File: src/logic/icwlf_pkg.sv
// package of constants for the interrupt controller with supply monitor flag
//
// Notes on behaviour
// - two-bit pin edge code: off/rise/fall/both
// - primary reg 0: global, pins, touch
// - primary reg 1: serial, groups 0/1, converter
// - primary reg 2: group 2, timebases, group 3
// - group reg 0: compact timer 0 bits
// - group reg 1: compact timer 1, standard timer
// - group reg 2: periodic timer, serial module
// - edge register upper nibble zero, resets off
// - every source has enable and flag
// - supply low flag follows comparator output while monitor runs
// - three-bit threshold drives comparator select
// - monitor on bit and bandgap buffer bit
// - monitor held off during sleep
// - monitor flag set after debounce delay
// - new monitor flag wakes from idle
// - group reg 3: monitor and eeprom bits
// - flags latch regardless; vector needs both enables
// - service clears global enable, flags keep latching
// - newly set flag makes wake event in sleep or idle
package icwlf_pkg;

  // ----------------------------------------
  // register indices on the plain port
  // ----------------------------------------
  localparam logic [3:0] ADDR_EDGE_SEL = 4'h0;
  localparam logic [3:0] ADDR_PRIM0 = 4'h1;
  localparam logic [3:0] ADDR_PRIM1 = 4'h2;
  localparam logic [3:0] ADDR_PRIM2 = 4'h3;
  localparam logic [3:0] ADDR_GRP0 = 4'h4;
  localparam logic [3:0] ADDR_GRP1 = 4'h5;
  localparam logic [3:0] ADDR_GRP2 = 4'h6;
  localparam logic [3:0] ADDR_GRP3 = 4'h7;
  localparam logic [3:0] ADDR_MONITOR = 4'h8;

  // ----------------------------------------
  // reset values and field positions
  // ----------------------------------------
  localparam logic [7:0] RST_BYTE = 8'h00;
  localparam int MON_LOW_BIT = 5;
  localparam int MON_ON_BIT = 4;
  localparam int MON_BG_BIT = 3;
  localparam int GIE_BIT = 0;

  // edge selector codes
  localparam logic [1:0] EDGE_OFF = 2'b00;
  localparam logic [1:0] EDGE_RISE = 2'b01;
  localparam logic [1:0] EDGE_FALL = 2'b10;
  localparam logic [1:0] EDGE_BOTH = 2'b11;

  // primary sources, index is also vector and priority (0 highest)
  localparam int NUM_PRIM = 11;
  // member sources of the four groups
  localparam int NUM_SUB = 11;
  localparam logic [10:0] GRP0_MASK = 11'h003;
  localparam logic [10:0] GRP1_MASK = 11'h03c;
  localparam logic [10:0] GRP2_MASK = 11'h1c0;
  localparam logic [10:0] GRP3_MASK = 11'h600;

  // ----------------------------------------
  // supply monitor debounce timing
  // ----------------------------------------
  localparam int CLK_MHZ = 125;
  localparam int MON_DEBOUNCE_US = 15;
  localparam int MON_DEBOUNCE_CYC = MON_DEBOUNCE_US * CLK_MHZ;
  localparam logic [10:0] MON_DEBOUNCE_LAST = 11'(MON_DEBOUNCE_CYC - 1);

endpackage

File: src/logic/icwlf_pin_edge.sv
// synchroniser and edge selector for one external interrupt pin
`timescale 1ns/1ps
`default_nettype none
module icwlf_pin_edge
  import icwlf_pkg::*;
(
  input wire logic sys_clk,
  input wire logic sys_rst,
  input wire logic pin_raw,
  input wire logic [1:0] edge_sel,
  output logic edge_pulse
);

  // ----------------------------------------
  // state
  // ----------------------------------------
  typedef struct packed {
    logic [1:0] sync; // two-stage synchroniser
    logic last; // previous synchronised level
  } icwlf_edge_state_t;

  icwlf_edge_state_t s_q;
  icwlf_edge_state_t s_d;
  logic rise;
  logic fall;

  // next state and edge decode
  always_comb
  begin
    s_d = s_q;
    s_d.sync = {s_q.sync[0], pin_raw};
    s_d.last = s_q.sync[1];
    // only the second stage is looked at
    rise = s_q.sync[1] & ~s_q.last;
    fall = ~s_q.sync[1] & s_q.last;
    case (edge_sel)
      EDGE_OFF: edge_pulse = 1'b0;
      EDGE_RISE: edge_pulse = rise;
      EDGE_FALL: edge_pulse = fall;
      EDGE_BOTH: edge_pulse = rise | fall;
      default: edge_pulse = 1'b0;
    endcase
  end

  // register the state
  always_ff @(posedge sys_clk)
  begin
    if (sys_rst)
      s_q <= '0;
    else
      s_q <= s_d;
  end

endmodule
`default_nettype wire

File: src/logic/icwlf_top.sv
// interrupt request and enable bank with supply monitor control
//
// The register addresses and strobed register access were left to the implementer.
`timescale 1ns/1ps
`default_nettype none
module icwlf_top
  import icwlf_pkg::*;
(
  input wire logic sys_clk,
  input wire logic sys_rst,
  // register port
  input wire logic [3:0] reg_addr,
  input wire logic [7:0] reg_wdata,
  input wire logic reg_wr,
  input wire logic reg_rd,
  output logic [7:0] reg_rdata,
  // external pins, asynchronous
  input wire logic [1:0] ext_pin_raw,
  // one-cycle event pulses from peripherals
  input wire logic touch_evt,
  input wire logic serial_port_evt,
  input wire logic converter_evt,
  input wire logic [1:0] timebase_evt,
  input wire logic [1:0] ctm_period_evt,
  input wire logic [1:0] ctm_amatch_evt,
  input wire logic stm_period_evt,
  input wire logic stm_amatch_evt,
  input wire logic ptm_period_evt,
  input wire logic ptm_amatch_evt,
  input wire logic serial_module_evt,
  input wire logic eeprom_evt,
  // supply comparator output, asynchronous
  input wire logic supply_low_raw,
  // power modes from the clock controller
  input wire logic sleep_mode,
  input wire logic idle_mode,
  // cpu sequencer
  input wire logic irq_ack,
  output logic irq_req,
  output logic [3:0] irq_vector,
  output logic wake_evt,
  // comparator controls
  output logic supply_monitor_on,
  output logic bandgap_buffer_on,
  output logic [2:0] supply_threshold_sel
);

  // ----------------------------------------
  // state
  // ----------------------------------------
  typedef struct packed {
    logic [3:0] edge_sel; // pin1 in [3:2], pin0 in [1:0]
    logic global_irq_enable; // global gate
    logic [10:0] pen; // primary enables
    logic [10:0] pfl; // primary flags
    logic [10:0] sen; // group member enables
    logic [10:0] sfl; // group member flags
    logic [3:0] grp_prev; // last group request level
    logic mon_en; // software monitor on bit
    logic mon_act; // monitor really running
    logic bg_on; // bandgap buffer bit
    logic [2:0] thr; // threshold code
    logic [1:0] low_sync; // comparator synchroniser
    logic [10:0] deb_cnt; // debounce counter
    logic deb_done; // flag already raised this episode
    logic [7:0] rdata; // read data register
    logic req; // vector request
    logic [3:0] vec; // chosen vector
    logic wake; // wake pulse
  } icwlf_state_t;

  icwlf_state_t s_q;
  icwlf_state_t s_d;

  // ----------------------------------------
  // combinational helpers
  // ----------------------------------------
  logic [1:0] pin_evt; // decoded pin edges
  logic supply_low; // synchronised and gated low flag
  logic mon_set; // debounced monitor event
  logic [10:0] sub_set; // member set events
  logic [10:0] prim_set; // primary set events
  logic [10:0] sfl_w; // member flags after write
  logic [10:0] pfl_w; // primary flags after write
  logic [10:0] ack_clr; // flag cleared by service
  logic [3:0] grp_now; // group request levels
  logic [3:0] grp_rise; // newly raised group requests
  logic [10:0] pend; // enabled pending requests
  logic ack_ok; // acknowledge of a live request
  logic [7:0] rd_mux; // read value

  // ----------------------------------------
  // pin edge detectors
  // ----------------------------------------
  icwlf_pin_edge u_pin0 (
    .sys_clk(sys_clk),
    .sys_rst(sys_rst),
    .pin_raw(ext_pin_raw[0]),
    .edge_sel(s_q.edge_sel[1:0]),
    .edge_pulse(pin_evt[0])
  );

  icwlf_pin_edge u_pin1 (
    .sys_clk(sys_clk),
    .sys_rst(sys_rst),
    .pin_raw(ext_pin_raw[1]),
    .edge_sel(s_q.edge_sel[3:2]),
    .edge_pulse(pin_evt[1])
  );

  // ----------------------------------------
  // next state
  // ----------------------------------------
  always_comb
  begin
    s_d = s_q;
    mon_set = 1'b0;

    // supply monitor: comparator sync and sleep gating
    s_d.low_sync = {s_q.low_sync[0], supply_low_raw};
    supply_low = s_q.low_sync[1] & s_q.mon_act;

    // debounce: the flag only fires after a steady low stretch
    if (!supply_low)
    begin
      s_d.deb_cnt = '0;
      s_d.deb_done = 1'b0;
    end
    else if (!s_q.deb_done)
    begin
      if (s_q.deb_cnt == MON_DEBOUNCE_LAST)
      begin
        s_d.deb_done = 1'b1;
        mon_set = 1'b1;
      end
      else
        s_d.deb_cnt = s_q.deb_cnt + 11'h001;
    end

    // member events, index order of the member masks
    sub_set = {eeprom_evt, mon_set, serial_module_evt,
               ptm_amatch_evt, ptm_period_evt,
               stm_amatch_evt, stm_period_evt,
               ctm_amatch_evt[1], ctm_period_evt[1],
               ctm_amatch_evt[0], ctm_period_evt[0]};

    // group request level from enabled members
    grp_now[0] = |(s_q.sfl & s_q.sen & GRP0_MASK);
    grp_now[1] = |(s_q.sfl & s_q.sen & GRP1_MASK);
    grp_now[2] = |(s_q.sfl & s_q.sen & GRP2_MASK);
    grp_now[3] = |(s_q.sfl & s_q.sen & GRP3_MASK);
    // edge only, so a serviced group flag is not raised again
    // while the same member stays pending
    grp_rise = grp_now & ~s_q.grp_prev;
    s_d.grp_prev = grp_now;

    // primary events, index is the vector number
    prim_set = {grp_rise[3], timebase_evt[1], timebase_evt[0],
                grp_rise[2], converter_evt, grp_rise[1],
                grp_rise[0], serial_port_evt, touch_evt,
                pin_evt[1], pin_evt[0]};

    // service of the current vector
    ack_ok = irq_ack & s_q.req;
    ack_clr = '0;
    if (ack_ok)
      ack_clr[s_q.vec] = 1'b1;

    // software writes to flags and enables
    sfl_w = s_q.sfl;
    pfl_w = s_q.pfl;
    if (reg_wr)
    begin
      case (reg_addr)
        ADDR_EDGE_SEL:
          s_d.edge_sel = reg_wdata[3:0];
        ADDR_PRIM0:
        begin
          s_d.global_irq_enable = reg_wdata[GIE_BIT];
          s_d.pen[2:0] = reg_wdata[3:1];
          pfl_w[2:0] = reg_wdata[6:4];
        end
        ADDR_PRIM1:
        begin
          s_d.pen[6:3] = reg_wdata[3:0];
          pfl_w[6:3] = reg_wdata[7:4];
        end
        ADDR_PRIM2:
        begin
          s_d.pen[10:7] = reg_wdata[3:0];
          pfl_w[10:7] = reg_wdata[7:4];
        end
        ADDR_GRP0:
        begin
          s_d.sen[1:0] = reg_wdata[1:0];
          sfl_w[1:0] = reg_wdata[5:4];
        end
        ADDR_GRP1:
        begin
          s_d.sen[5:2] = reg_wdata[3:0];
          sfl_w[5:2] = reg_wdata[7:4];
        end
        ADDR_GRP2:
        begin
          s_d.sen[8:6] = reg_wdata[2:0];
          sfl_w[8:6] = reg_wdata[6:4];
        end
        ADDR_GRP3:
        begin
          s_d.sen[10:9] = reg_wdata[1:0];
          sfl_w[10:9] = reg_wdata[5:4];
        end
        ADDR_MONITOR:
        begin
          s_d.mon_en = reg_wdata[MON_ON_BIT];
          s_d.bg_on = reg_wdata[MON_BG_BIT];
          s_d.thr = reg_wdata[2:0];
        end
        default:
          s_d.thr = s_q.thr; // unmapped: ignored
      endcase
    end

    // set beats software clear and service clear
    s_d.sfl = sfl_w | sub_set;
    s_d.pfl = (pfl_w & ~ack_clr) | prim_set;

    // service blocks nesting until software sets it again
    if (ack_ok)
      s_d.global_irq_enable = 1'b0;

    // detector runs only when enabled and not asleep
    s_d.mon_act = s_d.mon_en & ~sleep_mode;

    // wake in sleep or idle on a flag that goes from clear to set
    s_d.wake = (sleep_mode | idle_mode) &
               (|((prim_set & ~s_q.pfl) | (sub_set & ~s_q.sfl)));

    // request and vector from the next state, so they drop
    // together with the global enable after service
    pend = s_d.pfl & s_d.pen;
    s_d.req = s_d.global_irq_enable & (|pend);
    s_d.vec = 4'h0;
    for (int i = NUM_PRIM - 1; i >= 0; i--)
    begin
      if (pend[i])
        s_d.vec = 4'(i);
    end

    // read decode, data appears in the following cycle
    case (reg_addr)
      ADDR_EDGE_SEL:
        rd_mux = {4'h0, s_q.edge_sel};
      ADDR_PRIM0:
        rd_mux = {1'b0, s_q.pfl[2:0], s_q.pen[2:0],
                  s_q.global_irq_enable};
      ADDR_PRIM1:
        rd_mux = {s_q.pfl[6:3], s_q.pen[6:3]};
      ADDR_PRIM2:
        rd_mux = {s_q.pfl[10:7], s_q.pen[10:7]};
      ADDR_GRP0:
        rd_mux = {2'b00, s_q.sfl[1:0], 2'b00, s_q.sen[1:0]};
      ADDR_GRP1:
        rd_mux = {s_q.sfl[5:2], s_q.sen[5:2]};
      ADDR_GRP2:
        rd_mux = {1'b0, s_q.sfl[8:6], 1'b0, s_q.sen[8:6]};
      ADDR_GRP3:
        rd_mux = {2'b00, s_q.sfl[10:9], 2'b00, s_q.sen[10:9]};
      ADDR_MONITOR:
        rd_mux = {2'b00, supply_low, s_q.mon_en, s_q.bg_on,
                  s_q.thr};
      default:
        rd_mux = 8'h00; // unmapped reads as zero
    endcase
    s_d.rdata = reg_rd ? rd_mux : 8'h00;
  end

  // ----------------------------------------
  // state register
  // ----------------------------------------
  // everything clears on reset: pins off, all gated
  always_ff @(posedge sys_clk)
  begin
    if (sys_rst)
    begin
      s_q <= '0;
      s_q.rdata <= RST_BYTE;
    end
    else
      s_q <= s_d;
  end

  // ----------------------------------------
  // outputs
  // ----------------------------------------
  assign reg_rdata = s_q.rdata;
  assign irq_req = s_q.req;
  assign irq_vector = s_q.vec;
  assign wake_evt = s_q.wake;
  assign supply_monitor_on = s_q.mon_act;
  assign bandgap_buffer_on = s_q.bg_on;
  assign supply_threshold_sel = s_q.thr;

endmodule
`default_nettype wire

File: config.mk
export PLATFORM = sky130hd
export DESIGN_NAME = icwlf_top
export DESIGN_NICKNAME = d
export VERILOG_FILES = /design/src/logic/icwlf_pkg.sv /design/src/logic/icwlf_pin_edge.sv /design/src/logic/icwlf_top.sv
export SDC_FILE = /design/constraint.sdc
export NUM_CORES = 1
export LEC_CHECK = 0
export BUFFER_PORTS_ARGS = -buffer_cell sky130_fd_sc_hd__buf_4
export CAP_MARGIN = 10
export CELL_PAD_IN_SITES_DETAIL_PLACEMENT = 1
export CELL_PAD_IN_SITES_GLOBAL_PLACEMENT = 1
export CORE_ASPECT_RATIO = 2
export CORE_MARGIN = 2
export CORE_UTILIZATION = 34
export DETAILED_ROUTE_END_ITERATION = 8
export PLACE_DENSITY = 0.71
export RECOVER_POWER = 50
export SLEW_MARGIN = 40
export SYNTH_ARGS = -nofsm -noshare
export SYNTH_HDL_FRONTEND = slang
export SYNTH_SLANG_ARGS = --single-unit
File: constraint.sdc
create_clock -name sys_clk -period 3.2 [get_ports sys_clk]
set_clock_uncertainty 0.15 [all_clocks]
set_input_delay 0.48 -clock sys_clk [delete_from_list [all_inputs] [get_ports sys_clk]]
set_output_delay 0.48 -clock sys_clk [all_outputs]
set_load 0.1 [all_outputs]
**After elaboration in Yosys (flattened, before gate mapping)**

Index checks and enable logic that the tools add are counted.

- $add $sub $neg: 1
- Order comparisons: 2
- Eq/ne operators: 15
- Mux-type cells: 37
- Bitwise gates (word level): 34
- Reduce and logical (&&, ||, !) cells: 23

Operator list:

| kind | count |
|---|---|
| $pmux 8 s9 | 1 |
| $and 11x11->11 | 5 |
| $mux 11 | 3 |
| $not 11->11 | 3 |
| $or 11x11->11 | 3 |
| $mux 4 | 8 |
| $reduce_or 11->1 | 2 |
| $mux 3 | 7 |
| $eq 4x3->1 const B | 4 |
| $reduce_and 2->1 | 7 |
| $mux 12 | 1 |
| $add 11x1->11 const B | 1 |
| $eq 11x11->1 const B | 1 |
| $mux 1 | 10 |
| $reduce_or 2->1 | 5 |
| $and 1x1->1 | 9 |
| $not 1->1 | 9 |
| $reduce_or 9->1 | 1 |
| $eq 2x2->1 const B | 4 |
| $eq 4x2->1 const B | 2 |
| $mux 2 | 4 |
| $pmux 1 s4 | 2 |
| $reduce_or 3->1 | 2 |
| $lt 4x5->1 const B | 1 |
| 13 further kinds | 17 |

- Register bits after elaboration: 93
- Input bits: 37
- Output and inout bits: 19
- Logic and storage cells: 140

**Longest topological paths before layout**

- Depth in word-level cells: 19
- Depth in mapped cells: 8
- Gate-level depth less buffers: 8

**By module**

A second synthesis with hierarchy kept.

- Cell total of the unflattened synthesis: 533
- Area, all modules: 4611.9 µm²

By module, submodules not included:

| module | instances | cells each | area each (µm²) | seq. area each (µm²) |
|---|---|---|---|---|
| icwlf_top | 1 | 503 | 4341.7 | 1741.7 |
| icwlf_pin_edge | 2 | 15 | 135.1 | 60.1 |

**Least setup slack after synthesis**

No wires, ideal clock.

- Kind: register -> register
- From: reg s_q, in the netlist irq_req
- To: reg s_q, in the netlist irq_vector[3]
- Library setup time: 0.080 ns
- Arrival: 2.453 ns
- Data required time: 2.970 ns
- Path slack: 0.517 ns
- Cell stages (with the launch flop): 7
- Buffers on the path: 0
- Period minus slack after synthesis: 2.683 ns
- Path through: dfxtp_1 > or4bb_1 > nor3_1 > a2111oi_0 > or2_1 > nand3b_1 > nor3b_1

- Cells in the longest elaborated chain, start to end: 9
- Elaborated cells on any way between the ends: 10
- Classes of those cells: 4 x mux; 5 x bitwise; 1 x reduce/logical

RTL lines:

| element | line | source |
|---|---|---|
| from (decl) | icwlf_top.sv:72 | `icwlf_state_t s_q;` |
| $and 1x1->1 (*) | icwlf_top.sv:164 | `ack_ok = irq_ack & s_q.req;` |
| $mux 11 (*) | icwlf_top.sv:166 | `if (ack_ok)` |
| $not 11->11 (*) | icwlf_top.sv:226 | `s_d.pfl = (pfl_w & ~ack_clr) \| prim_set;` |
| $and 11x11->11 (*) | icwlf_top.sv:226 |  |
| $or 11x11->11 (*) | icwlf_top.sv:226 |  |
| $and 11x11->11 (*) | icwlf_top.sv:241 | `pend = s_d.pfl & s_d.pen;` |
| $mux 4 (3 in series) | icwlf_top.sv:246 | `if (pend[i])` |

Mark *: on every way between the ends. The rest lies on a longest branch, timed or not.
A chain may end at the register's enable or synchronous reset.

**Worst setup path after layout**

- From: in reg_addr[3]
- To: reg s_q, in the netlist irq_vector[0]

- Cells in the longest elaborated chain, start to end: 15
- Elaborated cells on any way between the ends: 24
- Classes of those cells: 3 x eq/ne; 17 x mux; 3 x bitwise; 1 x reduce/logical

RTL lines:

| element | line | source |
|---|---|---|
| from (decl) | icwlf_top.sv:12 | `input wire logic [3:0] reg_addr,` |
| $eq 4x2->1 | icwlf_top.sv:174 | `case (reg_addr)` |
| $mux 4 | icwlf_top.sv:174 |  |
| $mux 11 | icwlf_top.sv:172 | `if (reg_wr)` |
| $and 11x11->11 | icwlf_top.sv:226 |  |
| $or 11x11->11 | icwlf_top.sv:226 |  |
| $and 11x11->11 (*) | icwlf_top.sv:241 |  |
| $mux 4 (2 in series) | icwlf_top.sv:246 |  |
| $mux 3 (4 in series) | icwlf_top.sv:246 |  |
| $mux 2 (2 in series) | icwlf_top.sv:246 |  |
| $mux 1 | icwlf_top.sv:246 |  |

Marked as above.

==> reports/qor_table.md <==
| Item | Reported | Unit |
|---|---|---|
| Run status | complete, but fails checks | - |
| Violated checks | capacitance limit, slew limit | - |
| Top cells by area in the synthesized netlist | dfxtp_1, mux2i_1, nor2_1 | - |
| Final setup TNS | 0 | ns |
| Sequential share of the synthesized area | 40.56 | % |
| Number of antenna violations at the first check in global routing | 0 | - |
| Type of element launching the critical path | primary input | - |
| Diode insertion count for antenna repair | 0 | - |
| Yosys Warn Count | 0 | - |
| Total of hold buffers inserted after clock tree synthesis | 0 | - |
| CP max FO | 22 | - |
| Post-route clock period utilization | 87.37 | % |
| Total non-filler cell area in the finished layout | 0.005281 | mm² |
| Synth cell count leaders | dfxtp_1, nor2_1, a21oi_1 | - |
| Initial Utilization | 34.55 | % |
| Skew-Pair Late Insertion Delay | 0.34 | ns |
| Async set-reset flop share out of synthesis | 0 | % |
| Peak Freq | 0.3577 | GHz |
| Proportion of total power due to net switching | 26.70 | % |
| Syn nets | 580 | - |
| Core area | 0.01329 | mm² |
| Total internal power | 1.856 | mW |
| Die width | 86.17 | µm |
| Final standard cell count with taps included and fillers excluded | 731 | - |
| Worst-path clk slew | 0.07 | ns |
| Path type of the worst min-delay path | primary input to register | - |
| Total GRT Usage | 21.42 | % |
| Share of total power in sequential cells | 48.2 | % |
| Floorplan die area | 0.01450 | mm² |
| Sinks on Clock Net | 93 | - |
| DP Area | 0.005064 | mm² |
| Number of synthesized flops with an enable pin | 0 | - |
| Static leakage power | 1.934 | nW |
| Post-layout min period | 2.796 | ns |
| Wire length after detailed routing | 15.07 | mm |
| Critical Path RT | 3.28 | ns |
| Setup repair after global routing missed its margin | no | - |
| Number of post-CTS setup repair buffers | 0 | - |
| Gate power share | 10.3 | % |
| Detailed Place HPWL | 11.28 | mm |
| Synthesized instance count | 537 | - |
| Relative slew margins | -2.279 | % |
| Cell at the root of the clock tree | clkbuf_16 | - |
| Vias in the first global route | 4204 | - |
| Routability congestion estimate from global placement | 0.9007 | - |
| TritonCTS buffer count | 9 | - |
| Critical Setup Path Class | primary input to register | - |
| Area fraction of the dominant cell type after synthesis | 40.56 | % |
| Most instantiated flip-flop cell in the synthesis netlist | dfxtp_1 | - |
| Number of cells after detailed placement | 715 | - |
| Die Y-Extent | 168.3 | µm |
| Ratio of cells with drive above 1 in the final layout | 13.89 | % |
| Transition time at the pin with the least slew margin | 1.534 | ns |
| Via count | 4209 | - |
| Count of unresolved DRC violations after routing | 0 | - |
| Total Power Consumption | 2.532 | mW |
| Average detailed-routed wire length per instance | 20.62 | µm |
| Power density over cell area | 479.4 | mW/mm² |
| Clock tree from TritonCTS | done | - |
| Data arrival time of the critical path | 2.88 | ns |
| Area growth, synth to finish | 15.05 | % |
| Switching Power | 0.6761 | mW |
| Total overflow reported by the global router | 0 | - |
| DRC violation total after the first TritonRoute iteration | 232 | - |
| Layout Nets | 614 | - |
| Pin count of the biggest net entering global routing | 72 | - |
| Per-cell via count in the routed design | 5.758 | - |
| Final setup violating endpoints | 0 | - |
| Most frequent cell after synthesis | dfxtp_1 | - |
| Maximum Capacitance Violations | 1 | - |
| Worst IR drop on VDD | 0.0002702 | V |
| Global-route wire length before repair | 23.79 | mm |
| Number of H-tree levels | 3 | - |
| Fin. Hold Viols | 0 | - |
| Relative contribution of the clock network to total power | 41.5 | % |
| Count of different cell masters after synthesis | 62 | - |
| Post-route ant nets | 0 | - |
| Average size of a mapped cell | 8.549 | µm² |
| Number of placement rows | 60 | - |
| Synthesized cell area | 0.004591 | mm² |
| Dominant cell type by area after synthesis | dfxtp_1 | - |
| # resized after CTS | 0 | - |
| Crit end category | register | - |
| Max clock buf depth | 2 | - |
| Seq cells post-synth | 93 | - |
| Max-slew violation total from the final report | 72 | - |
| Fill cells | 1594 | - |
| Number of search-and-repair iterations in the first detailed-routing pass | 4 | - |
| I/O Buffers | 55 | - |
| I/O pins | 56 | - |
## power by group through the flow
stage / sequential, mW / clock [mW] / combinational, mW
after detailed placement: 1.25 / 0 / 0.263
after floorplan: 1.24 / 0 / 0.158
after global routing: 1.22 / 1.12 / 0.285
after CTS: 1.22 / 1.07 / 0.265
after global placement: 1.25 / 0 / 0.260
final: 1.22 / 1.05 / 0.262
## per-layer routing
metal	vias up	global-route usage (%)	share of wire [%]
li1	1990	-	-
met2	106	36.54	50
met3	23	2.696	4.2
met4	0	7.522	3.1
met5	-	0	0
met1	2090	27.30	42
## area by class of cell
type | count | area (µm²) | share of cell area (%)
tap | 155 | 193.9 | 3.672
timing repair buffer | 68 | 440.4 | 8.339
clock buffer | 12 | 256.5 | 4.857
inverter | 23 | 86.33 | 1.635
multi-input combinational | 376 | 2411 | 45.65
clock inverter | 4 | 31.28 | 0.5923
sequential | 93 | 1862 | 35.25
## registers in the layout (all words and copies together), names as in the netlist
register	flops
bandgap_buffer_on	1
supply_monitor_on	1
u_pin0.s_q	1
irq_req	1
supply_threshold_sel	3
s_d	1
u_pin0.s_d	2
u_pin1.s_q	1
irq_vector	4
u_pin1.s_d	2
s_q	67
wake_evt	1
reg_rdata	8
## final timing paths
kind / from / end / slack, ns / cells after the start
worst max register to register: irq_req / irq_vector[3] / 0.78 / 7
worst min-delay path: sleep_mode / supply_monitor_on / 0.15 / 2
worst max-delay path: reg_addr[3] / irq_vector[0] / 0.40 / 8
worst min register to register: u_pin0.s_d[2] / u_pin0.s_d[0] / 0.29 / 1
## cell families (layout without fill, tap and decap cells)
kind of cell	after synthesis	count (layout)	share of synthesized area, %
simple gates	210	210	23.30
compound gates	112	112	16.71
fa+ha+maj	6	6	1.635
flops	93	93	40.56
mux	40	40	9.349
xor+xnor	8	8	1.526
buf+inv	68	107	6.923
## through the flow
step | utilization [%] | hold WS (ns) | worst slack (ns)
floorplan | - | 0.2638 | 0.5175
global placement | 38.11 | 0.2791 | 0.2410
detailed placement | 38.11 | 0.2816 | 0.1385
CTS | 40.27 | 0.1485 | 0.4802
global route | 39.75 | 0.1453 | 0.2639
finish | 39.75 | 0.1518 | 0.4042
## worst max-delay path: stages
cell,delay [ns]
buf_4,0.22
or3b_1,0.53
o21ai_0,0.23
a2111oi_0,0.57
buf_4,0.22
nor3_1,0.05
o311a_1,0.30
o311a_1,0.28
## placed cells by master (no fill, tap or decap), drive strengths merged, types with 4 or more instances in the layout
master and n:
xor2 5, a22oi 5, a211oi 8, mux2i 35, o32ai 4, nand3 21
dfxtp 93, nand2 31, nor3 20, o21ai 14, clkbuf 31, or2 5
inv 24, o22ai 8, or3 6, nor4 12, nand3b 4, nor2b 22
ha 6, buf 49, nor2 66, a31oi 4, a21oi 38, a2111oi 4
nand2b 4, a221oi 5
Note: power is estimated with default switching activity, not from simulation.
